**src/inc/dpcfg_pkg.sv**
```systemverilog
// Package for the module layout and error reply decoder
package dpcfg_pkg;

  // AXI4-Lite register byte offsets
  localparam logic [7:0] DPCFG_CTRL_OFS    = 8'h00;
  localparam logic [7:0] DPCFG_CFGIN_OFS   = 8'h04;
  localparam logic [7:0] DPCFG_ERRIN_OFS   = 8'h08;
  localparam logic [7:0] DPCFG_TOTALS_OFS  = 8'h0C;
  localparam logic [7:0] DPCFG_MODULE_OFS  = 8'h10;
  localparam logic [7:0] DPCFG_ERRRAW_OFS  = 8'h14;
  localparam logic [7:0] DPCFG_ERRCLS_OFS  = 8'h18;
  localparam logic [7:0] DPCFG_IRQST_OFS   = 8'h1C;
  localparam logic [7:0] DPCFG_IRQMSK_OFS  = 8'h20;

  // Control register field positions
  localparam int DPCFG_CTRL_RESTART_BIT = 0;
  localparam int DPCFG_CTRL_ERRCLR_BIT  = 1;

  // Interrupt status bit positions
  localparam int DPCFG_IRQ_MODULE_BIT = 0;
  localparam int DPCFG_IRQ_ERRDONE_BIT = 1;
  localparam int DPCFG_IRQ_OVF_BIT     = 2;
  localparam int DPCFG_IRQ_W           = 3;

  // Reset values
  localparam logic [DPCFG_IRQ_W-1:0] DPCFG_IRQMSK_RST = 3'h0;
  localparam logic [31:0]            DPCFG_ZERO32     = 32'h0000_0000;

  // AXI response codes
  localparam logic [1:0] DPCFG_RESP_OKAY   = 2'h0;
  localparam logic [1:0] DPCFG_RESP_SLVERR = 2'h2;

  // Identifier nibble codes
  localparam logic [3:0] DPCFG_ID_NODATA  = 4'h0;
  localparam logic [3:0] DPCFG_ID_SPEC_IN = 4'h4;
  localparam logic [3:0] DPCFG_ID_SPEC_OUT = 4'h8;
  localparam logic [3:0] DPCFG_ID_SPEC_IO = 4'hC;

  // Error reply byte codes
  localparam logic [7:0] DPCFG_SVC_TRANSPORT = 8'hD1;
  localparam logic [7:0] DPCFG_SVC_INITIATE  = 8'hD7;
  localparam logic [7:0] DPCFG_SVC_READ      = 8'hDE;
  localparam logic [7:0] DPCFG_SVC_WRITE     = 8'hDF;
  localparam logic [7:0] DPCFG_DEC_DPV1      = 8'h80;
  localparam logic [7:0] DPCFG_DEC_FMS       = 8'hFE;
  localparam logic [7:0] DPCFG_DEC_HART      = 8'hFF;
  localparam logic [3:0] DPCFG_CLS_APP       = 4'hA;
  localparam logic [3:0] DPCFG_CLS_ACCESS    = 4'hB;
  localparam logic [3:0] DPCFG_CLS_RESOURCE  = 4'hC;
  localparam logic [3:0] DPCFG_APP_FEAT      = 4'h9;
  localparam logic [3:0] DPCFG_APP_FAIL      = 4'h2;
  localparam logic [3:0] DPCFG_APP_VERS      = 4'h8;
  localparam logic [3:0] DPCFG_ACC_LAST      = 4'h9;
  localparam logic [3:0] DPCFG_RES_LAST      = 4'h3;
  localparam logic [2:0] DPCFG_ERR_BYTES     = 3'h4;

  // Service, decode and error classes
  localparam logic [2:0] DPCFG_SVC_K_TRANS = 3'h0;
  localparam logic [2:0] DPCFG_SVC_K_INIT  = 3'h1;
  localparam logic [2:0] DPCFG_SVC_K_READ  = 3'h2;
  localparam logic [2:0] DPCFG_SVC_K_WRITE = 3'h3;
  localparam logic [2:0] DPCFG_SVC_K_SLAVE = 3'h4;
  localparam logic [1:0] DPCFG_DEC_K_DPV1  = 2'h0;
  localparam logic [1:0] DPCFG_DEC_K_FMS   = 2'h1;
  localparam logic [1:0] DPCFG_DEC_K_HART  = 2'h2;
  localparam logic [1:0] DPCFG_DEC_K_UNDEF = 2'h3;
  localparam logic [1:0] DPCFG_CLS_K_APP   = 2'h1;
  localparam logic [1:0] DPCFG_CLS_K_ACC   = 2'h2;
  localparam logic [1:0] DPCFG_CLS_K_RES   = 2'h3;
  localparam logic [1:0] DPCFG_CLS_K_OTHER = 2'h0;

  // Decoded layout of one data direction
  typedef struct packed {
    logic       present;
    logic       word;
    logic       consistent;
    logic [6:0] units;
  } dpcfg_dir_t;

  // Classified error reply
  typedef struct packed {
    logic [2:0] service;
    logic [1:0] decode;
    logic [1:0] cls;
    logic       code_known;
  } dpcfg_err_t;

endpackage

```
**src/core/dpcfg_decoder.sv**
```systemverilog
// Module layout byte walker and error reply classifier with AXI4-Lite
// Summary of operation
// - Nibble 0000B: no data, skip vendor bytes
// - Codes 1-3: bytes, no consistency, in/out/both
// - Codes 5-7: words, no consistency, in/out/both
// - Codes 9-B: bytes, consistent, in/out/both
// - Codes D-F: words, consistent, in/out/both
// - Length is low nibble plus one
// - Both-direction codes share one length
// - Code 4: one input descriptor follows
// - Code 8: one output descriptor follows
// - Code C: output then input descriptor
// - Descriptor bits 6-7 give unit, consistency
// - Descriptor length is low six bits plus one
// - Byte zero names failed service
// - Byte one names error decode
// - Byte two class/code, application class
// - Class 0x0B access codes 0 to 9
// - Class 0x0C resource codes 0 to 3
`timescale 1ns/1ps
module dpcfg_decoder
  import dpcfg_pkg::*;
(
  // Clock and reset
  input  wire logic        CLK_I,
  input  wire logic        SYS_RST_I,
  // AXI4-Lite write address and data
  input  wire logic [7:0]  S_AXI_AWADDR_I,
  input  wire logic        S_AXI_AWVALID_I,
  output logic             S_AXI_AWREADY_O,
  input  wire logic [31:0] S_AXI_WDATA_I,
  input  wire logic [3:0]  S_AXI_WSTRB_I,
  input  wire logic        S_AXI_WVALID_I,
  output logic             S_AXI_WREADY_O,
  // AXI4-Lite write response
  output logic [1:0]       S_AXI_BRESP_O,
  output logic             S_AXI_BVALID_O,
  input  wire logic        S_AXI_BREADY_I,
  // AXI4-Lite read
  input  wire logic [7:0]  S_AXI_ARADDR_I,
  input  wire logic        S_AXI_ARVALID_I,
  output logic             S_AXI_ARREADY_O,
  output logic [31:0]      S_AXI_RDATA_O,
  output logic [1:0]       S_AXI_RRESP_O,
  output logic             S_AXI_RVALID_O,
  input  wire logic        S_AXI_RREADY_I,
  // Interrupt
  output logic             IRQ_O
);

  // Walker states
  typedef enum logic [3:0] {
    ST_ID   = 4'h1,
    ST_DOUT = 4'h2,
    ST_DIN  = 4'h4,
    ST_SKIP = 4'h8
  } dpcfg_state_t;

  // Decode a descriptor byte into a direction record
  function automatic dpcfg_dir_t desc_dec(input logic [7:0] b);
    dpcfg_dir_t d;
    d.present    = 1'b1;
    d.word       = b[6];
    d.consistent = b[7];
    d.units      = {1'b0, b[5:0]} + 7'h01;
    return d;
  endfunction

  // Bytes taken by a direction record
  function automatic logic [7:0] dir_bytes(input dpcfg_dir_t d);
    logic [7:0] n;
    n = {1'b0, d.units};
    if (!d.present)
      n = 8'h00;
    else if (d.word)
      n = {d.units, 1'b0};
    return n;
  endfunction

  // Bus handshake state
  logic        aw_held_r;
  logic        w_held_r;
  logic [7:0]  awaddr_r;
  logic [31:0] wdata_r;
  logic [3:0]  wstrb_r;
  logic        bvalid_r;
  logic [1:0]  bresp_r;
  logic        rvalid_r;
  logic [31:0] rdata_r;
  logic [1:0]  rresp_r;
  logic        wr_go;

  // Decoder state
  dpcfg_state_t state_r;
  logic [3:0]   skip_r;
  dpcfg_dir_t   din_r;
  dpcfg_dir_t   dout_r;
  logic [7:0]   hdr_r;
  logic [15:0]  in_total_r;
  logic [15:0]  out_total_r;
  logic [7:0]   err_b_r [4];
  logic [2:0]   err_cnt_r;
  dpcfg_err_t   err_cls;
  logic [DPCFG_IRQ_W-1:0] irq_st_r;
  logic [DPCFG_IRQ_W-1:0] irq_msk_r;

  // Write-side strobes
  logic       cfg_wr;
  logic       err_wr;
  logic       ctl_wr;
  logic       irq_wr;
  logic       msk_wr;
  logic       module_done;
  logic       err_done;
  dpcfg_dir_t plain_d;
  logic [7:0] byte_in;

  // Address and data may arrive in either order; each is held until both
  assign S_AXI_AWREADY_O = !aw_held_r && !bvalid_r;
  assign S_AXI_WREADY_O  = !w_held_r && !bvalid_r;
  assign S_AXI_BVALID_O  = bvalid_r;
  assign S_AXI_BRESP_O   = bresp_r;
  assign S_AXI_ARREADY_O = !rvalid_r;
  assign S_AXI_RVALID_O  = rvalid_r;
  assign S_AXI_RDATA_O   = rdata_r;
  assign S_AXI_RRESP_O   = rresp_r;
  assign wr_go           = aw_held_r && w_held_r && !bvalid_r;

  // Capture write address and data
  always_ff @(posedge CLK_I or posedge SYS_RST_I)
  begin
    if (SYS_RST_I)
    begin
      aw_held_r <= 1'b0;
      w_held_r  <= 1'b0;
      awaddr_r  <= 8'h00;
      wdata_r   <= DPCFG_ZERO32;
      wstrb_r   <= 4'h0;
    end
    else
    begin
      if (S_AXI_AWVALID_I && S_AXI_AWREADY_O)
      begin
        aw_held_r <= 1'b1;
        awaddr_r  <= S_AXI_AWADDR_I;
      end
      else if (wr_go)
        aw_held_r <= 1'b0;
      if (S_AXI_WVALID_I && S_AXI_WREADY_O)
      begin
        w_held_r <= 1'b1;
        wdata_r  <= S_AXI_WDATA_I;
        wstrb_r  <= S_AXI_WSTRB_I;
      end
      else if (wr_go)
        w_held_r <= 1'b0;
    end
  end

  // Write decode; byte lane 0 carries every writable field
  always_comb
  begin
    cfg_wr = 1'b0;
    err_wr = 1'b0;
    ctl_wr = 1'b0;
    irq_wr = 1'b0;
    msk_wr = 1'b0;
    if (wr_go && wstrb_r[0])
    begin
      case (awaddr_r)
        DPCFG_CFGIN_OFS:  cfg_wr = 1'b1;
        DPCFG_ERRIN_OFS:  err_wr = 1'b1;
        DPCFG_CTRL_OFS:   ctl_wr = 1'b1;
        DPCFG_IRQST_OFS:  irq_wr = 1'b1;
        DPCFG_IRQMSK_OFS: msk_wr = 1'b1;
        default:          ;
      endcase
    end
  end

  // Write response; unmapped offsets answer SLVERR
  always_ff @(posedge CLK_I or posedge SYS_RST_I)
  begin
    if (SYS_RST_I)
    begin
      bvalid_r <= 1'b0;
      bresp_r  <= DPCFG_RESP_OKAY;
    end
    else if (wr_go)
    begin
      bvalid_r <= 1'b1;
      case (awaddr_r)
        DPCFG_CFGIN_OFS, DPCFG_ERRIN_OFS, DPCFG_CTRL_OFS,
        DPCFG_IRQST_OFS, DPCFG_IRQMSK_OFS, DPCFG_TOTALS_OFS,
        DPCFG_MODULE_OFS, DPCFG_ERRRAW_OFS, DPCFG_ERRCLS_OFS:
          bresp_r <= DPCFG_RESP_OKAY;
        default:
          bresp_r <= DPCFG_RESP_SLVERR;
      endcase
    end
    else if (bvalid_r && S_AXI_BREADY_I)
      bvalid_r <= 1'b0;
  end

  assign byte_in = wdata_r[7:0];

  // Plain identifier: unit in bit 6, consistency in bit 7
  always_comb
  begin
    plain_d.present    = 1'b1;
    plain_d.word       = byte_in[6];
    plain_d.consistent = byte_in[7];
    plain_d.units      = {3'h0, byte_in[3:0]} + 7'h01;
  end

  // Layout walker, one byte per write to the input register
  always_ff @(posedge CLK_I or posedge SYS_RST_I)
  begin
    if (SYS_RST_I)
    begin
      state_r     <= ST_ID;
      skip_r      <= 4'h0;
      din_r       <= '0;
      dout_r      <= '0;
      hdr_r       <= 8'h00;
      in_total_r  <= 16'h0000;
      out_total_r <= 16'h0000;
      module_done <= 1'b0;
    end
    else
    begin
      module_done <= 1'b0;
      if (ctl_wr && wdata_r[DPCFG_CTRL_RESTART_BIT])
      begin
        state_r     <= ST_ID;
        skip_r      <= 4'h0;
        din_r       <= '0;
        dout_r      <= '0;
        in_total_r  <= 16'h0000;
        out_total_r <= 16'h0000;
      end
      else if (cfg_wr)
      begin
        case (state_r)
          ST_ID:
          begin
            hdr_r  <= byte_in;
            skip_r <= byte_in[3:0];
            din_r  <= '0;
            dout_r <= '0;
            case (byte_in[7:4])
              DPCFG_ID_NODATA:
              begin
                module_done <= (byte_in[3:0] == 4'h0);
                state_r <= (byte_in[3:0] == 4'h0) ? ST_ID : ST_SKIP;
              end
              DPCFG_ID_SPEC_IN:  state_r <= ST_DIN;
              DPCFG_ID_SPEC_OUT: state_r <= ST_DOUT;
              DPCFG_ID_SPEC_IO:  state_r <= ST_DOUT;
              default:
              begin
                // Bit 4 inputs, bit 5 outputs, one length shared
                if (byte_in[4])
                begin
                  din_r      <= plain_d;
                  in_total_r <= in_total_r + {8'h00, dir_bytes(plain_d)};
                end
                if (byte_in[5])
                begin
                  dout_r      <= plain_d;
                  out_total_r <= out_total_r +
                                 {8'h00, dir_bytes(plain_d)};
                end
                module_done <= 1'b1;
                state_r     <= ST_ID;
              end
            endcase
          end
          ST_DOUT:
          begin
            dout_r      <= desc_dec(byte_in);
            out_total_r <= out_total_r +
                           {8'h00, dir_bytes(desc_dec(byte_in))};
            // Combined format takes the input descriptor second
            if (hdr_r[7:4] == DPCFG_ID_SPEC_IO)
              state_r <= ST_DIN;
            else if (skip_r != 4'h0)
              state_r <= ST_SKIP;
            else
            begin
              state_r     <= ST_ID;
              module_done <= 1'b1;
            end
          end
          ST_DIN:
          begin
            din_r      <= desc_dec(byte_in);
            in_total_r <= in_total_r +
                          {8'h00, dir_bytes(desc_dec(byte_in))};
            if (skip_r != 4'h0)
              state_r <= ST_SKIP;
            else
            begin
              state_r     <= ST_ID;
              module_done <= 1'b1;
            end
          end
          ST_SKIP:
          begin
            skip_r <= skip_r - 4'h1;
            if (skip_r == 4'h1)
            begin
              state_r     <= ST_ID;
              module_done <= 1'b1;
            end
          end
          default: state_r <= ST_ID;
        endcase
      end
    end
  end

  // Error reply capture; a fifth byte before a clear is an overflow
  always_ff @(posedge CLK_I or posedge SYS_RST_I)
  begin
    if (SYS_RST_I)
    begin
      err_b_r[0] <= 8'h00;
      err_b_r[1] <= 8'h00;
      err_b_r[2] <= 8'h00;
      err_b_r[3] <= 8'h00;
      err_cnt_r  <= 3'h0;
      err_done   <= 1'b0;
    end
    else
    begin
      err_done <= 1'b0;
      if (ctl_wr && wdata_r[DPCFG_CTRL_ERRCLR_BIT])
        err_cnt_r <= 3'h0;
      else if (err_wr && err_cnt_r != DPCFG_ERR_BYTES)
      begin
        err_b_r[err_cnt_r[1:0]] <= byte_in;
        err_cnt_r <= err_cnt_r + 3'h1;
        err_done  <= (err_cnt_r == DPCFG_ERR_BYTES - 3'h1);
      end
    end
  end

  // Classify the captured reply
  always_comb
  begin
    case (err_b_r[0])
      DPCFG_SVC_TRANSPORT: err_cls.service = DPCFG_SVC_K_TRANS;
      DPCFG_SVC_INITIATE:  err_cls.service = DPCFG_SVC_K_INIT;
      DPCFG_SVC_READ:      err_cls.service = DPCFG_SVC_K_READ;
      DPCFG_SVC_WRITE:     err_cls.service = DPCFG_SVC_K_WRITE;
      default:             err_cls.service = DPCFG_SVC_K_SLAVE;
    endcase
    case (err_b_r[1])
      DPCFG_DEC_DPV1: err_cls.decode = DPCFG_DEC_K_DPV1;
      DPCFG_DEC_FMS:  err_cls.decode = DPCFG_DEC_K_FMS;
      DPCFG_DEC_HART: err_cls.decode = DPCFG_DEC_K_HART;
      default:        err_cls.decode = DPCFG_DEC_K_UNDEF;
    endcase
    case (err_b_r[2][7:4])
      DPCFG_CLS_APP:
      begin
        err_cls.cls        = DPCFG_CLS_K_APP;
        err_cls.code_known = (err_b_r[2][3:0] <= DPCFG_APP_FAIL) ||
                             (err_b_r[2][3:0] == DPCFG_APP_VERS) ||
                             (err_b_r[2][3:0] == DPCFG_APP_FEAT);
      end
      DPCFG_CLS_ACCESS:
      begin
        err_cls.cls        = DPCFG_CLS_K_ACC;
        err_cls.code_known = (err_b_r[2][3:0] <= DPCFG_ACC_LAST);
      end
      DPCFG_CLS_RESOURCE:
      begin
        err_cls.cls        = DPCFG_CLS_K_RES;
        err_cls.code_known = (err_b_r[2][3:0] <= DPCFG_RES_LAST);
      end
      default:
      begin
        err_cls.cls        = DPCFG_CLS_K_OTHER;
        err_cls.code_known = 1'b0;
      end
    endcase
  end

  // Overflow is a write into a full capture that was not cleared
  logic ovf_now;
  assign ovf_now = err_wr && (err_cnt_r == DPCFG_ERR_BYTES) &&
                   !(ctl_wr && wdata_r[DPCFG_CTRL_ERRCLR_BIT]);

  // Sticky status; a new event wins over a clearing write
  always_ff @(posedge CLK_I or posedge SYS_RST_I)
  begin
    if (SYS_RST_I)
    begin
      irq_st_r  <= '0;
      irq_msk_r <= DPCFG_IRQMSK_RST;
    end
    else
    begin
      irq_st_r <= (irq_st_r & ~(irq_wr ? wdata_r[DPCFG_IRQ_W-1:0] : '0))
                  | {ovf_now, err_done, module_done};
      if (msk_wr)
        irq_msk_r <= wdata_r[DPCFG_IRQ_W-1:0];
    end
  end

  assign IRQ_O = |(irq_st_r & irq_msk_r);

  // Read path; unmapped offsets answer SLVERR with zero data
  always_ff @(posedge CLK_I or posedge SYS_RST_I)
  begin
    if (SYS_RST_I)
    begin
      rvalid_r <= 1'b0;
      rdata_r  <= DPCFG_ZERO32;
      rresp_r  <= DPCFG_RESP_OKAY;
    end
    else if (S_AXI_ARVALID_I && S_AXI_ARREADY_O)
    begin
      rvalid_r <= 1'b1;
      rresp_r  <= DPCFG_RESP_OKAY;
      case (S_AXI_ARADDR_I)
        DPCFG_CTRL_OFS:   rdata_r <= {28'h0, state_r};
        DPCFG_CFGIN_OFS:  rdata_r <= {24'h0, hdr_r};
        DPCFG_ERRIN_OFS:  rdata_r <= {29'h0, err_cnt_r};
        DPCFG_TOTALS_OFS: rdata_r <= {out_total_r, in_total_r};
        DPCFG_MODULE_OFS: rdata_r <= {12'h0, dout_r, din_r};
        DPCFG_ERRRAW_OFS: rdata_r <= {err_b_r[3], err_b_r[2],
                                      err_b_r[1], err_b_r[0]};
        DPCFG_ERRCLS_OFS: rdata_r <= {23'h0, err_cnt_r == DPCFG_ERR_BYTES,
                                      err_cls};
        DPCFG_IRQST_OFS:  rdata_r <= {29'h0, irq_st_r};
        DPCFG_IRQMSK_OFS: rdata_r <= {29'h0, irq_msk_r};
        default:
        begin
          rdata_r <= DPCFG_ZERO32;
          rresp_r <= DPCFG_RESP_SLVERR;
        end
      endcase
    end
    else if (rvalid_r && S_AXI_RREADY_I)
      rvalid_r <= 1'b0;
  end

endmodule

```
**config.mk**
```make
export PLATFORM = sky130hd
export DESIGN_NAME = dpcfg_decoder
export DESIGN_NICKNAME = d
export VERILOG_FILES = /design/src/inc/dpcfg_pkg.sv /design/src/core/dpcfg_decoder.sv
export SDC_FILE = /design/constraint.sdc
export NUM_CORES = 1
export LEC_CHECK = 0
export BUFFER_PORTS_ARGS = -buffer_cell sky130_fd_sc_hd__buf_2
export CAP_MARGIN = 0
export CORE_UTILIZATION = 55
export CTS_CLUSTER_SIZE = 24
export DETAILED_ROUTE_END_ITERATION = 6
export PLACE_DENSITY = 0.76
export SKIP_LAST_GASP = 1
export SLEW_MARGIN = 20
export SYNTH_ARGS = -nofsm -noshare
export SYNTH_HDL_FRONTEND = slang
export SYNTH_SLANG_ARGS = --single-unit
```
**constraint.sdc**
```tcl
create_clock -name CLK_I -period 5.2 [get_ports CLK_I]
set_input_delay 0.26 -clock CLK_I [delete_from_list [all_inputs] [get_ports CLK_I]]
set_output_delay 0.26 -clock CLK_I [all_outputs]
set_load 0.1 [all_outputs]
```
# Yosys cells after proc, flatten, opt, wreduce, memory -nomap -nowiden
# Index checks and enable logic that the tools add are counted.
[word_totals] ff_bits=168 latch_bits=0 mem_bits_rw=0 romBits=0 input_bits=59 out_inout_bits=42 wordCells=234 mem_count=0
[op_classes] n_addsub=8 multipliers=0 n_div=0 magnitude_cmp=5 n_eq_ne=44 shift=0 n_mux=87 bitwise=7 n_reduce_logical=51
[ops] operator="32-bit one-hot mux with 9 select lines" n=1
[ops] operator="8-bit 2-to-1 mux" n=18
[ops] operator="16-bit 2-to-1 mux" n=8
[ops] operator="10-bit 2-to-1 mux" n=8
[ops] operator="16-bit by 8-bit adder with 16-bit output" n=4
[ops] operator="8-bit by 5-bit equality test with 1-bit output, second input constant" n=8
[ops] operator="16-bit one-hot mux with 2 select lines" n=2
[ops] operator="8-bit equality test, second input constant" n=7
[ops] operator="10-bit one-hot mux with 2 select lines" n=2
[ops] operator="4-bit equality test, second input constant" n=9
[ops] operator="32-bit bitwise mux" n=1
[ops] operator="8-bit by 4-bit equality test with 1-bit output, second input constant" n=4
[ops] operator="4-bit 2-to-1 mux" n=8
[ops] operator="1-bit 2-to-1 mux" n=24
[ops] operator="9-bit OR reduction" n=2
[ops] operator="8-bit demux with 2-bit select" n=1
[ops] operator="8-bit by 3-bit equality test with 1-bit output, second input constant" n=2
[ops] operator="8-bit by 6-bit equality test with 1-bit output, second input constant" n=2
[ops] operator="1-bit logical AND" n=16
[ops] operator="8-bit zero test" n=2
[ops] operator="4-bit one-hot mux with 4 select lines" n=1
[ops] operator="3-bit != test, second input constant" n=5
[ops] operator="3-bit one-hot mux with 4 select lines" n=1
[ops] operator="4-bit one-hot mux with 3 select lines" n=1
[ops] operator="38 further kinds" n=65

# Longest topological paths before layout
# Gate-level depths: netlist of the first run.
[logic_depth] depth_word=13 mapped_depth=14 ltp_nobuf=14

# Worst setup path before layout of the first run
# Ideal clock, no wire load.
[synth_timing] kind="register to register" from="reg bvalid_r, in the netlist S_AXI_BVALID_O" to="reg wdata_r[7]" setup_ns=0.125 t_arrival_ns=3.189 required_ns=5.075 setup_slack_ns=1.886 path_stages_with_launch=5 n_path_buf=1 period_less_slack_ns=3.314 path_cell_list="dfrtp_1 -> nor2_1 -> and2_0 -> clkbuf_1 -> mux2_2"
[synth_via] elab_chain_len=3
[synth_lines] element="start: declaration" line="dpcfg_decoder.sv:86" rtl="logic bvalid_r;"
[synth_lines] element="start signal: assignment" line="dpcfg_decoder.sv:186" rtl="bvalid_r <= 1'b0;"
[synth_lines] element="start signal: assignment" line="dpcfg_decoder.sv:191" rtl="bvalid_r <= 1'b1;"
[synth_lines] element="start signal: assignment" line="dpcfg_decoder.sv:202" rtl="bvalid_r <= 1'b0;"
[synth_lines] element="1-bit zero test" line="dpcfg_decoder.sv:120" rtl="assign S_AXI_WREADY_O = !w_held_r && !bvalid_r;"
[synth_lines] element="1-bit logical AND" line="dpcfg_decoder.sv:120"
[synth_lines] element="net S_AXI_WREADY_O" line="dpcfg_decoder.sv:34" rtl="output logic S_AXI_WREADY_O,"
[synth_lines] element="1-bit logical AND" line="dpcfg_decoder.sv:149" rtl="if (S_AXI_WVALID_I && S_AXI_WREADY_O)"
[synth_lines] element="end signal: assignment" line="dpcfg_decoder.sv:137" rtl="wdata_r <= DPCFG_ZERO32;"
[synth_lines] element="end signal: assignment" line="dpcfg_decoder.sv:152" rtl="wdata_r <= S_AXI_WDATA_I;"
[synth_lines] element="end: declaration" line="dpcfg_decoder.sv:84" rtl="logic [31:0] wdata_r;"
# The timed path passes the listed nets, and every way through them passes these cells.
# A chain may end at the register's enable or synchronous reset.

# Worst setup path after layout of the first run
[layout_timing] from="reg wdata_r[0]" to="reg in_total_r[15]"
[layout_via] elab_chain_len=13 elab_cells_between_ends=25 classes_between="add/sub: 4; eq/ne: 2; mux: 15; reduce/logical: 4"
[layout_lines] element="4-bit by 1-bit adder with 5-bit output" line="dpcfg_decoder.sv:213" rtl="plain_d.units = {3'h0, byte_in[3:0]} + 7'h01;"
[layout_lines] element="6-bit 2-to-1 mux" line="dpcfg_decoder.sv:75" rtl="else if (d.word)"
[layout_lines] element="8-bit 2-to-1 mux" line="dpcfg_decoder.sv:263" rtl="if (byte_in[4])"
[layout_lines] element="8-bit 2-to-1 mux" line="dpcfg_decoder.sv:251" rtl="case (byte_in[7:4])"
[layout_lines] element="8-bit 2-to-1 mux" line="dpcfg_decoder.sv:244" rtl="case (state_r)"
[layout_lines] element="8-bit 2-to-1 mux" line="dpcfg_decoder.sv:242" rtl="else if (cfg_wr)"
[layout_lines] element="8-bit 2-to-1 mux" line="dpcfg_decoder.sv:233" rtl="if (ctl_wr && wdata_r[DPCFG_CTRL_RESTART_BIT])"
[layout_lines] element="16-bit by 8-bit adder with 16-bit output" line="dpcfg_decoder.sv:266" rtl="in_total_r <= in_total_r + {8'h00, dir_bytes(plain_d)};"
[layout_lines] element="16-bit 2-to-1 mux" line="dpcfg_decoder.sv:263"
[layout_lines] element="16-bit 2-to-1 mux" line="dpcfg_decoder.sv:251"
[layout_lines] element="16-bit one-hot mux with 2 select lines" line="dpcfg_decoder.sv:244"
[layout_lines] element="16-bit 2-to-1 mux" line="dpcfg_decoder.sv:242"
[layout_lines] element="16-bit 2-to-1 mux" line="dpcfg_decoder.sv:233"
[layout_lines] element="end signal: assignment" line="dpcfg_decoder.sv:266"
[layout_lines] element="end signal: assignment" line="dpcfg_decoder.sv:298" rtl="in_total_r <= in_total_r +"
[layout_lines] element="end: declaration" line="dpcfg_decoder.sv:99" rtl="logic [15:0] in_total_r;"
# Parallel ways exist; a longest one is shown, timed or not. The select of a mux whose other input is x is not followed.

==> key figures, run 1 <==
Outcome
  – Status: finished with violations
  – Failing checks: hold timing

Critical path
  – CP Class: reg -> reg
  – Largest delay contributor family on the critical path: compound AO/OA/AOI/OAI gates
  – Most used cell along the critical path: ha_1
  – RR Endpoint: in_total_r[15]
  – Worst r2r path cells: 13
  – Crit-path max FO: 11
  – Critical Path AT: 4.32 ns
  – Slowest stage delay, CP: 0.69 ns
  – Worst setup EP type: register
  – Worst path depth: 13
  – CP cell instances: ha_1 > nand3_1 > inv_1 > ha_1 > nand2_1 > o21ai_0 > o21a_1 > ha_1 > o211ai_1 > o21ai_0 > o2111ai_1 > or3_1 > a21oi_1
  – Worst EP required: 5.56 ns
  – Reg-to-reg startpoint: wdata_r[0]
  – Crit path buf inv count: 1
  – Worst setup path startpoint: wdata_r[0]
  – Setup crit start kind: register
  – Setup crit end: in_total_r[15]
  – Worst path slowest cell: dfrtp_1
  – Flop-to-flop setup slack: 1.24 ns

Clock network
  – Root buf cell: clkbuf_16
  – Post_cts resized: 0
  – Sink Count: 166
  – CTS tree: done
  – Buffer depth of the longest clock path: 2
  – H-tree levels: 4
  – CTS Buf Count: 17
  – Post-CTS setup buffers: 0
  – Clock slew at reported path FFs: 0.06 ns
  – Clk Latency, worst-skew pair: 0.43 ns
  – Hold-fix buffers, CTS: 1

Placed design
  – Area after DPL: 9550 µm²
  – Half-perimeter wire length after detailed placement: 16.6 mm
  – IO Port Bufs: 71
  – Placer's final routability congestion estimate: 0.991

Logic synthesis
  – Synth top area share: 0.454
  – #FFs+latches synth: 166
  – Gate Count Post-Synth: 898
  – Mean Syn Cell Area: 10.1 µm²
  – Yosys warns: 0
  – Netlist cell types: 72
  – Cell taking the most area after synthesis: dfrtp_1
  – Ys flop type: dfrtp_1
  – Post-synth EDFFs: 0
  – Ys async rst share: 1.00
  – Sequential area share after synthesis: 0.457
  – Syn Std Cell Area: slightly above 9000 µm²
  – Top post-synthesis cells by area: dfrtp_1 (45%), o21ai_0 (5.2%), ha_1 (4.0%)

Global routing
  – Vias in the first global route: about 7100
  – First-pass GRT wire length: 38.2 mm
  – Total global-route track usage: 0.297
  – Largest net degree at the start of global routing: 60
  – GR Overflow Total: 0
  – Initial antenna violation count: 0

Layout
  – Filler cell count: 1320
  – Fraction of layout cells with a size suffix above 1: 0.181
  – Layout overhead on the synthesized area: 11.9%
  – Number of diodes: 0
  – Final core occ: 0.636
  – Final instance area: 10200 µm²
  – Nets: 1040

Detailed routing
  – Post-DR vias/cell: 6.28
  – Drt drc: 0
  – Total wire length: 23.5 mm
  – Antenna viol nets, final: 0
  – DRT Pass-1 Iters: 5
  – Starting DRT DRC Count: roughly 720
  – WL per Instance: between 15 and 20 µm
  – Vias: 7395

Die
  – Core area: 16000 µm²
  – Die Span X: 131 µm
  – IO Count: 101
  – Die Ht: about 130 µm
  – # rows: 46
  – Initial Util: 0.569
  – Die area: 17100 µm²

Timing
  – Final setup vio count: 0
  – Max frequency: 0.252 GHz
  – Max-slew headroom: 0.320
  – Max Slew Vio Count: 0
  – RSZ-0062 raised after global routing: no
  – Clock Skew: 0.00680 ns
  – Period utilisation layout: 0.762
  – Fin. Hold Viols: 1
  – Least-Margin Pin Slew: roughly 1.0 ns
  – Final min period: roughly 4.0 ns
  – Worst Hold Slack: -0.000379 ns
  – Total negative slack: 0 ns

Power
  – Pwr Density: 388 nW/µm²
  – LEAKAGE: ~0.0048 µW
  – Worst IR Drop VDD: 0.337 mV

Run
  – MaxCap Viol Count: 0

Hold path
  – Worst min path class: in -> reg
==> logic make-up (layout without fill, tap and decap cells) <==
family,after synthesis,after routing,synth area share
DFF,166,166,0.457
muxes,73,73,0.0969
other,1,2,0.000412
buffers and inverters,73,136,0.0378
and+or+nand+nor,275,275,0.161
adders and majority gates,31,31,0.0443
AOI/OAI and AO/OA,259,259,0.183
xor gates and xnor gates,20,20,0.0192
==> sequential cells by signal (all words and copies together), names as in the netlist, 8 cells and up <==
name           flops
out_total_r       16
hdr_r              8
awaddr_r           8
wdata_r            8
S_AXI_RDATA_O     32
dout_r            10
in_total_r        16
err_b_r           32
din_r             10
==> cell usage after synthesis (3+ instances only) <==
master	number
a21o_1	12
nor3_1	13
nand2b_1	10
a21oi_1	43
a22oi_1	23
ha_1	29
buf_2	10
and2_1	3
clkbuf_1	28
a22o_1	24
o221ai_1	4
nand2_1	93
o21ai_0	94
buf_6	4
xnor2_1	8
inv_1	25
a222oi_1	3
nand3b_1	8
a211oi_1	8
o21a_1	3
nor2b_1	6
a2bb2oi_1	12
nor4b_2	3
nand3_1	24
nor4_1	3
mux2_2	25
or3_1	10
and2_0	3
and3b_1	3
nand4_1	9
mux2i_1	24
dfrtp_1	165
mux2_4	24
a32oi_1	4
nand2_8	3
a31oi_1	3
xor2_1	12
nand4b_1	4
o22ai_1	3
and3_1	10
o211ai_1	9
nor2_1	54
==> cell type report <==
cell class	count	area, µm²	share of cell area
multi-input cells	660	4610	0.453
flip-flops and latches	166	4160	0.408
clock buffers	21	470	0.0462
repair buffers	80	425	0.0418
well taps	216	270	0.0265
clock inverters	10	146	0.0144
inverters	25	98.8	0.00971
==> metal layers <==
layer  track usage  share of wire
met5             0              0
met4         0.113          0.032
met3        0.0529          0.071
met2         0.468           0.46
met1         0.409           0.43
==> layout by cell type, fill, tap and decap left out, types with 9 or more instances in the layout <==
master,n
nand2b_1,10
and3_1,10
xor2_1,12
mux2_2,25
a21oi_1,43
a22oi_1,23
nor3_1,13
mux2i_1,24
o211ai_1,9
o21ai_0,94
a2bb2oi_1,12
clkbuf_16,17
buf_2,71
mux2_4,24
a21o_1,12
ha_1,29
a22o_1,24
inv_1,24
or3_1,10
dfrtp_1,165
nand2_1,93
nand3_1,24
nand4_1,9
nor2_1,54
==> metrics by stage <==
stage	cells	total power, µW	setup slack, ns	hold WS (ns)
3_3_place_gp	1146	2600	1.55	0.345
4_1_cts	1178	3940	1.35	0.000918
6_report	1178	3950	1.24	-0.000379
3_5_place_dp	1146	2630	1.43	0.349
5_1_grt	1178	4130	1.02	0.00761
2_1_floorplan	899	2350	0.452	0.356
==> worst register-to-register path, delay by kind of cell (launching register included) <==
kind	cells	cell delay, ns
adders and majority gates	3	0.93
DFF	1	0.69
AOI/OAI and AO/OA	6	1.47
and+or+nand+nor	3	0.67
buffers and inverters	1	0.12
==> power breakdown <==
group	total (µW)	switching (µW)	leakage (µW)	internal, µW
logic	1010	684	0.00223	323
registers	1630	232	0.00227	1400
clock network	1320	523	0.000288	794
total	3950	1440	0.00479	2510
==> worst min-delay path by stage <==
stage / slack, ns / cells after the start / end / startpoint
floorplan: 0.36 / 1 / S_AXI_BVALID_O / S_AXI_BREADY_I
global placement: 0.34 / 2 / awaddr_r[6] / SYS_RST_I
detailed placement: 0.35 / 2 / awaddr_r[6] / SYS_RST_I
CTS: 0.0009 / 2 / S_AXI_BVALID_O / S_AXI_BREADY_I
global route: 0.008 / 2 / S_AXI_BVALID_O / S_AXI_BREADY_I
finish: -0.0004 / 2 / S_AXI_BVALID_O / S_AXI_BREADY_I
Note: power is estimated with default switching activity, not from simulation.
==> inputs of run 2 (changes only) <==
Clock period 5.2 ns to 3.8 ns, I/O delays scaled along.
==> key figures, run 2 (synthesis gave the netlist of run 1 again) <==
Critical path
  – Setup crit start kind: register
  – Worst setup EP type: register
  – Most used cell along the critical path: ha_1
  – Worst EP required: 4.16 ns
  – Largest delay contributor family on the critical path: compound AO/OA/AOI/OAI gates
  – CP Class: reg -> reg
  – Slowest stage delay, CP: between 0.4 and 0.5 ns
  – CP cell instances: ha_1 > nand3_1 > inv_1 > ha_1 > nand2_1 > o21ai_0 > o21a_1 > ha_1 > o211ai_1 > o21ai_0 > o2111ai_1 > or3_1 > a21oi_1
  – Worst path slowest cell: o21ai_0
  – Crit-path max FO: 8
  – Critical Path AT: 3.90 ns
  – Crit path buf inv count: 1

Detailed routing
  – DRT Pass-1 Iters: 5
  – Drt drc: 0
  – Starting DRT DRC Count: 602
  – Post-DR vias/cell: 6.09
  – Total wire length: ~24 mm
  – Vias: 7404
  – Antenna viol nets, final: 0
  – WL per Instance: 19.9 µm

Placed design
  – Placed cells: 1164
  – IO Port Bufs: 71
  – Placer's final routability congestion estimate: 0.921
  – Half-perimeter wire length after detailed placement: 16.9 mm
  – Area after DPL: about 9700 µm²

Clock network
  – CTS tree: done
  – Sink Count: 166
  – H-tree levels: 4
  – Post-CTS setup buffers: 0
  – Buffer depth of the longest clock path: 2
  – Root buf cell: clkbuf_16
  – CTS Buf Count: 17
  – Clock slew at reported path FFs: 0.06 ns
  – Clk Latency, worst-skew pair: between 0.4 and 0.5 ns

Timing
  – Clock Skew: 0.00825 ns
  – Final min period: 3.54 ns
  – Period utilisation layout: 0.932
  – Least-Margin Pin Slew: 0.941 ns
  – Max-slew headroom: 0.373
  – Final setup vio count: 0
  – Total negative slack: 0 ns
  – Max frequency: about 0.28 GHz
  – Fin. Hold Viols: 0
  – RSZ-0062 raised after global routing: no
  – Max Slew Vio Count: 0

Hold path
  – Worst min path class: in -> reg

Run
  – MaxCap Viol Count: 0

Global routing
  – Initial antenna violation count: 0
  – Largest net degree at the start of global routing: 107
  – Total global-route track usage: 0.307
  – Vias in the first global route: 7130
  – First-pass GRT wire length: between 30 and 40 mm
  – GR Overflow Total: 0

Layout
  – Number of diodes: 0
  – Most common cell after layout, fill and taps aside: dfrtp_1
  – Layout overhead on the synthesized area: 15.1%
  – Final instance area: ~10000 µm²
  – Fraction of layout cells with a size suffix above 1: 0.194
  – Nets: between 1000 and 1500
  – Commonest non-fill, non-tap cells in the layout: dfrtp_1 (165), o21ai_0 (94), nand2_1 (93)
  – Final Non-Filler Cells: 1216

Die
  – Core area: roughly 16000 µm²
  – # rows: between 40 and 50
  – Initial Util: 0.569
  – IO Count: ~100
  – Die area: 17100 µm²
  – Die Ht: 131 µm
  – Die Span X: 131 µm

Power
  – Pwr Density: 516 nW/µm²
  – Worst IR Drop VDD: 0.563 mV
  – LEAKAGE: 0.00493 µW

Outcome
  – Status: completed
==> run 2: cell types whose count changed in the layout (fill, tap and decap cells not counted), sizes merged <==
cell | before | now
inv | 26 | 30
clkinvlp | 4 | 7
clkbuf | 21 | 17
buf | 79 | 97
dlygate4sd3 | 1 | 20
bufinv | 3 | 1
==> run 2: stage by stage <==
| stage | total power, µW | hold WS (ns) | worst slack [ns] | utilization |
|---|---|---|---|---|
| 2_1_floorplan | 3210 | 0.286 | 0.486 | - |
| 4_1_cts | 5390 | 0.00288 | 0.305 | 0.654 |
| 3_5_place_dp | 3690 | 0.376 | 0.361 | 0.606 |
| 6_report | 5400 | 0.0138 | 0.260 | 0.654 |
| 3_3_place_gp | 3660 | 0.368 | 0.477 | 0.606 |
| 5_1_grt | 5630 | 0.0599 | 0.0469 | 0.654 |
==> run 2: metal layers <==
metal  part of all wire  track usage
met4              0.030        0.124
met5                  0            0
met2               0.46        0.481
met3              0.059       0.0537
met1               0.45        0.423
==> run 2: path summary, 6_finish.rpt <==
| check | depth (start not counted) | end | slack (ns) | from |
|---|---|---|---|---|
| worst max-delay path | 13 | in_total_r[15] | 0.26 | wdata_r[0] |
| worst min-delay path | 3 | w_held_r | 0.01 | S_AXI_WVALID_I |
| worst max register to register | 13 | in_total_r[15] | 0.26 | wdata_r[0] |
| worst min register to register | 1 | irq_st_r[1] | 0.44 | err_done |
| max in group asynchronous | 4 | S_AXI_RDATA_O[11] | 2.34 | SYS_RST_I |
| min in group asynchronous | 3 | S_AXI_BVALID_O | 0.46 | SYS_RST_I |
==> run 2: area by class of cell <==
cell class	count	area [µm²]
inverters	25	97.6
multi-input cells	660	4610
clock inverters	15	145
clock buffers	17	425
fillers	1302	5530
well taps	216	270
repair buffers	117	763
flip-flops and latches	166	4160
==> run 2: worst reg2reg max path, stage by stage (launching register included) <==
cell	delay, ns
dfrtp_1	0.38
ha_1	0.24
nand3_1	0.14
inv_1	0.09
ha_1	0.29
nand2_1	0.07
o21ai_0	0.12
o21a_1	0.23
ha_1	0.35
o211ai_1	0.10
o21ai_0	0.47
o2111ai_1	0.37
or3_1	0.46
a21oi_1	0.16
==> run 2: report_power, final <==
group | switching (µW) | internal [µW]
logic | 1030 | 528
clock network | 766 | 914
registers | 245 | 1910
==> run 2: what timing repair did <==
action,4_1_cts,5_1_grt
hold buffers,20,0
gates resized for setup,0,0
hold endpoints to repair,56,0
==> inputs of run 3 (changes only) <==
==> constraint.sdc (replaced) <==
create_clock -name CLK_I -period 3.8 [get_ports CLK_I]
set_input_delay 0.76 -clock CLK_I [delete_from_list [all_inputs] [get_ports CLK_I]]
set_output_delay 0.76 -clock CLK_I [all_outputs]
set_load 0.1 [all_outputs]
==> key figures, run 3 (synthesis gave the netlist of run 1 again) <==
Clock network
  – Buffer depth of the longest clock path: 2
  – Clk Latency, worst-skew pair: 0.43 ns
  – Post_cts resized: 0
  – Root buf cell: clkbuf_16
  – CTS Buf Count: 17
  – Sink Count: 166
  – Hold-fix buffers, CTS: 0
  – Post-CTS setup buffers: 0
  – H-tree levels: 4
  – CTS tree: done
  – Clock slew at reported path FFs: 0.06 ns

Global routing
  – Vias in the first global route: 6974
  – GR Overflow Total: 0
  – First-pass GRT wire length: 37.5 mm
  – Total global-route track usage: 0.294
  – Largest net degree at the start of global routing: 71
  – Initial antenna violation count: 0

Placed design
  – Placer's final routability congestion estimate: 0.956
  – IO Port Bufs: between 70 and 80
  – Area after DPL: a little under 10000 µm²
  – Half-perimeter wire length after detailed placement: 17.1 mm

Layout
  – Most common cell after layout, fill and taps aside: dfrtp_1
  – Layout overhead on the synthesized area: 13.1%
  – Filler cell count: 1346
  – Final core occ: 0.643
  – Multi-input gate area: about 4600 µm²
  – Nets: 1060
  – Number of diodes: 0
  – Fraction of layout cells with a size suffix above 1: 0.196
  – Commonest non-fill, non-tap cells in the layout: dfrtp_1 (165), o21ai_0 (94), nand2_1 (93)
  – Final instance area: 10300 µm²
  – Seq. cell area: 4160 µm²

Die
  – Die Ht: 131 µm
  – Die area: 17100 µm²
  – Core area: 16000 µm²
  – # rows: 46
  – Die Span X: ~130 µm
  – IO Count: 101
  – Initial Util: 0.569

Timing
  – Max frequency: roughly 0.29 GHz
  – Fin. Hold Viols: 0
  – RSZ-0062 raised after global routing: no
  – Final setup vio count: 0
  – Total negative slack: 0 ns
  – Max Slew Vio Count: 0
  – Clock Skew: 0.00711 ns
  – Period utilisation layout: 0.914
  – Final min period: 3.47 ns
  – Least-Margin Pin Slew: just over 0.8 ns
  – Max-slew headroom: 0.461

Power
  – Pwr Density: about 520 nW/µm²
  – Gate power share: 0.285
  – Clock share of power: 0.311
  – LEAKAGE: 0.00488 µW
  – P_sw: 1950 µW
  – Int Power: 3410 µW
  – Total power: 5350 µW
  – Worst IR Drop VDD: 0.547 mV
  – Reg power frac: 0.403
  – Switching Share: 0.364

Critical path
  – Setup crit start kind: register
  – Worst setup EP type: register
  – Crit-path max FO: 8
  – Critical Path AT: 3.82 ns
  – CP Class: reg -> reg
  – Worst EP required: slightly above 4 ns

Outcome
  – Status: completed

Detailed routing
  – Post-DR vias/cell: ~6.1
  – Antenna viol nets, final: 0
  – WL per Instance: between 15 and 20 µm
  – Drt drc: 0
  – DRT Pass-1 Iters: 6
  – Starting DRT DRC Count: roughly 660
  – Vias: between 7000 and 8000
  – Total wire length: 23.4 mm

Run
  – MaxCap Viol Count: 0

Hold path
  – Worst min path class: in -> async
[run 3: changes by cell type in the layout (fill, tap and decap cells not counted), sizes merged, moves of 3 or more]
cell         change
buf              +3
clkbuf           +5
dlygate4sd3     -20
inv              -6
clkinvlp         -4
clkinv           +4
[run 3: worst max-delay path, cell delays in order (launching register included)]
cell and delay (ns):
dfrtp_1 0.38, ha_1 0.25, nand3_1 0.13, inv_1 0.08, ha_1 0.29, nand2_1 0.08, o21ai_0 0.12, o21a_1 0.22
ha_1 0.34, o211ai_1 0.10, o21ai_0 0.42, o2111ai_1 0.36, or3_1 0.47, a21oi_1 0.15
[run 3: stage by stage]
step / hold slack, ns / setup slack (ns) / std cells
after floorplan: 0.404 / 0.486 / 899
after global placement: 0.411 / 0.483 / 1167
after detailed placement: 0.421 / 0.429 / 1167
after CTS: 0.375 / 0.379 / 1199
after global routing: 0.397 / 0.0529 / 1199
final: 0.375 / 0.325 / 1199
[run 3: power groups by stage]
stage,clock [µW],combinational [µW],sequential (µW)
2_1_floorplan,0,1070,2140
3_3_place_gp,0,1490,2170
3_5_place_dp,0,1510,2180
4_1_cts,1690,1520,2150
5_1_grt,1760,1640,2180
6_report,1670,1530,2160
[run 3: final timing paths]
check	start	end	slack [ns]	cells after the start
max	wdata_r[0]	in_total_r[15]	0.33	13
min	SYS_RST_I	wdata_r[5]	0.37	2
max reg2reg	wdata_r[0]	in_total_r[15]	0.33	13
min reg2reg	module_done	irq_st_r[0]	0.45	1
max in group asynchronous	SYS_RST_I	err_b_r[13]	2.64	3
min in group CLK_I	module_done	irq_st_r[0]	0.45	1
[run 3: final cells by class]
| cell class | count | share of cell area |
|---|---|---|
| Sequential cell | 166 | 0.404 |
| Multi-Input combinational cell | 660 | 0.448 |
| Tap cell | 216 | 0.0263 |
| Timing Repair Buffer | 100 | 0.0581 |
| Clock inverter | 10 | 0.0102 |
| Inverter | 25 | 0.00948 |
| Clock buffer | 22 | 0.0441 |
[run 3: per-layer routing]
layer	global-route usage	up-vias	wire (µm)
li1	-	3421	-
met1	0.406	3574	10400
met2	0.460	279	10800
met3	0.0554	45	1600
met4	0.114	0	681
met5	0	-	0
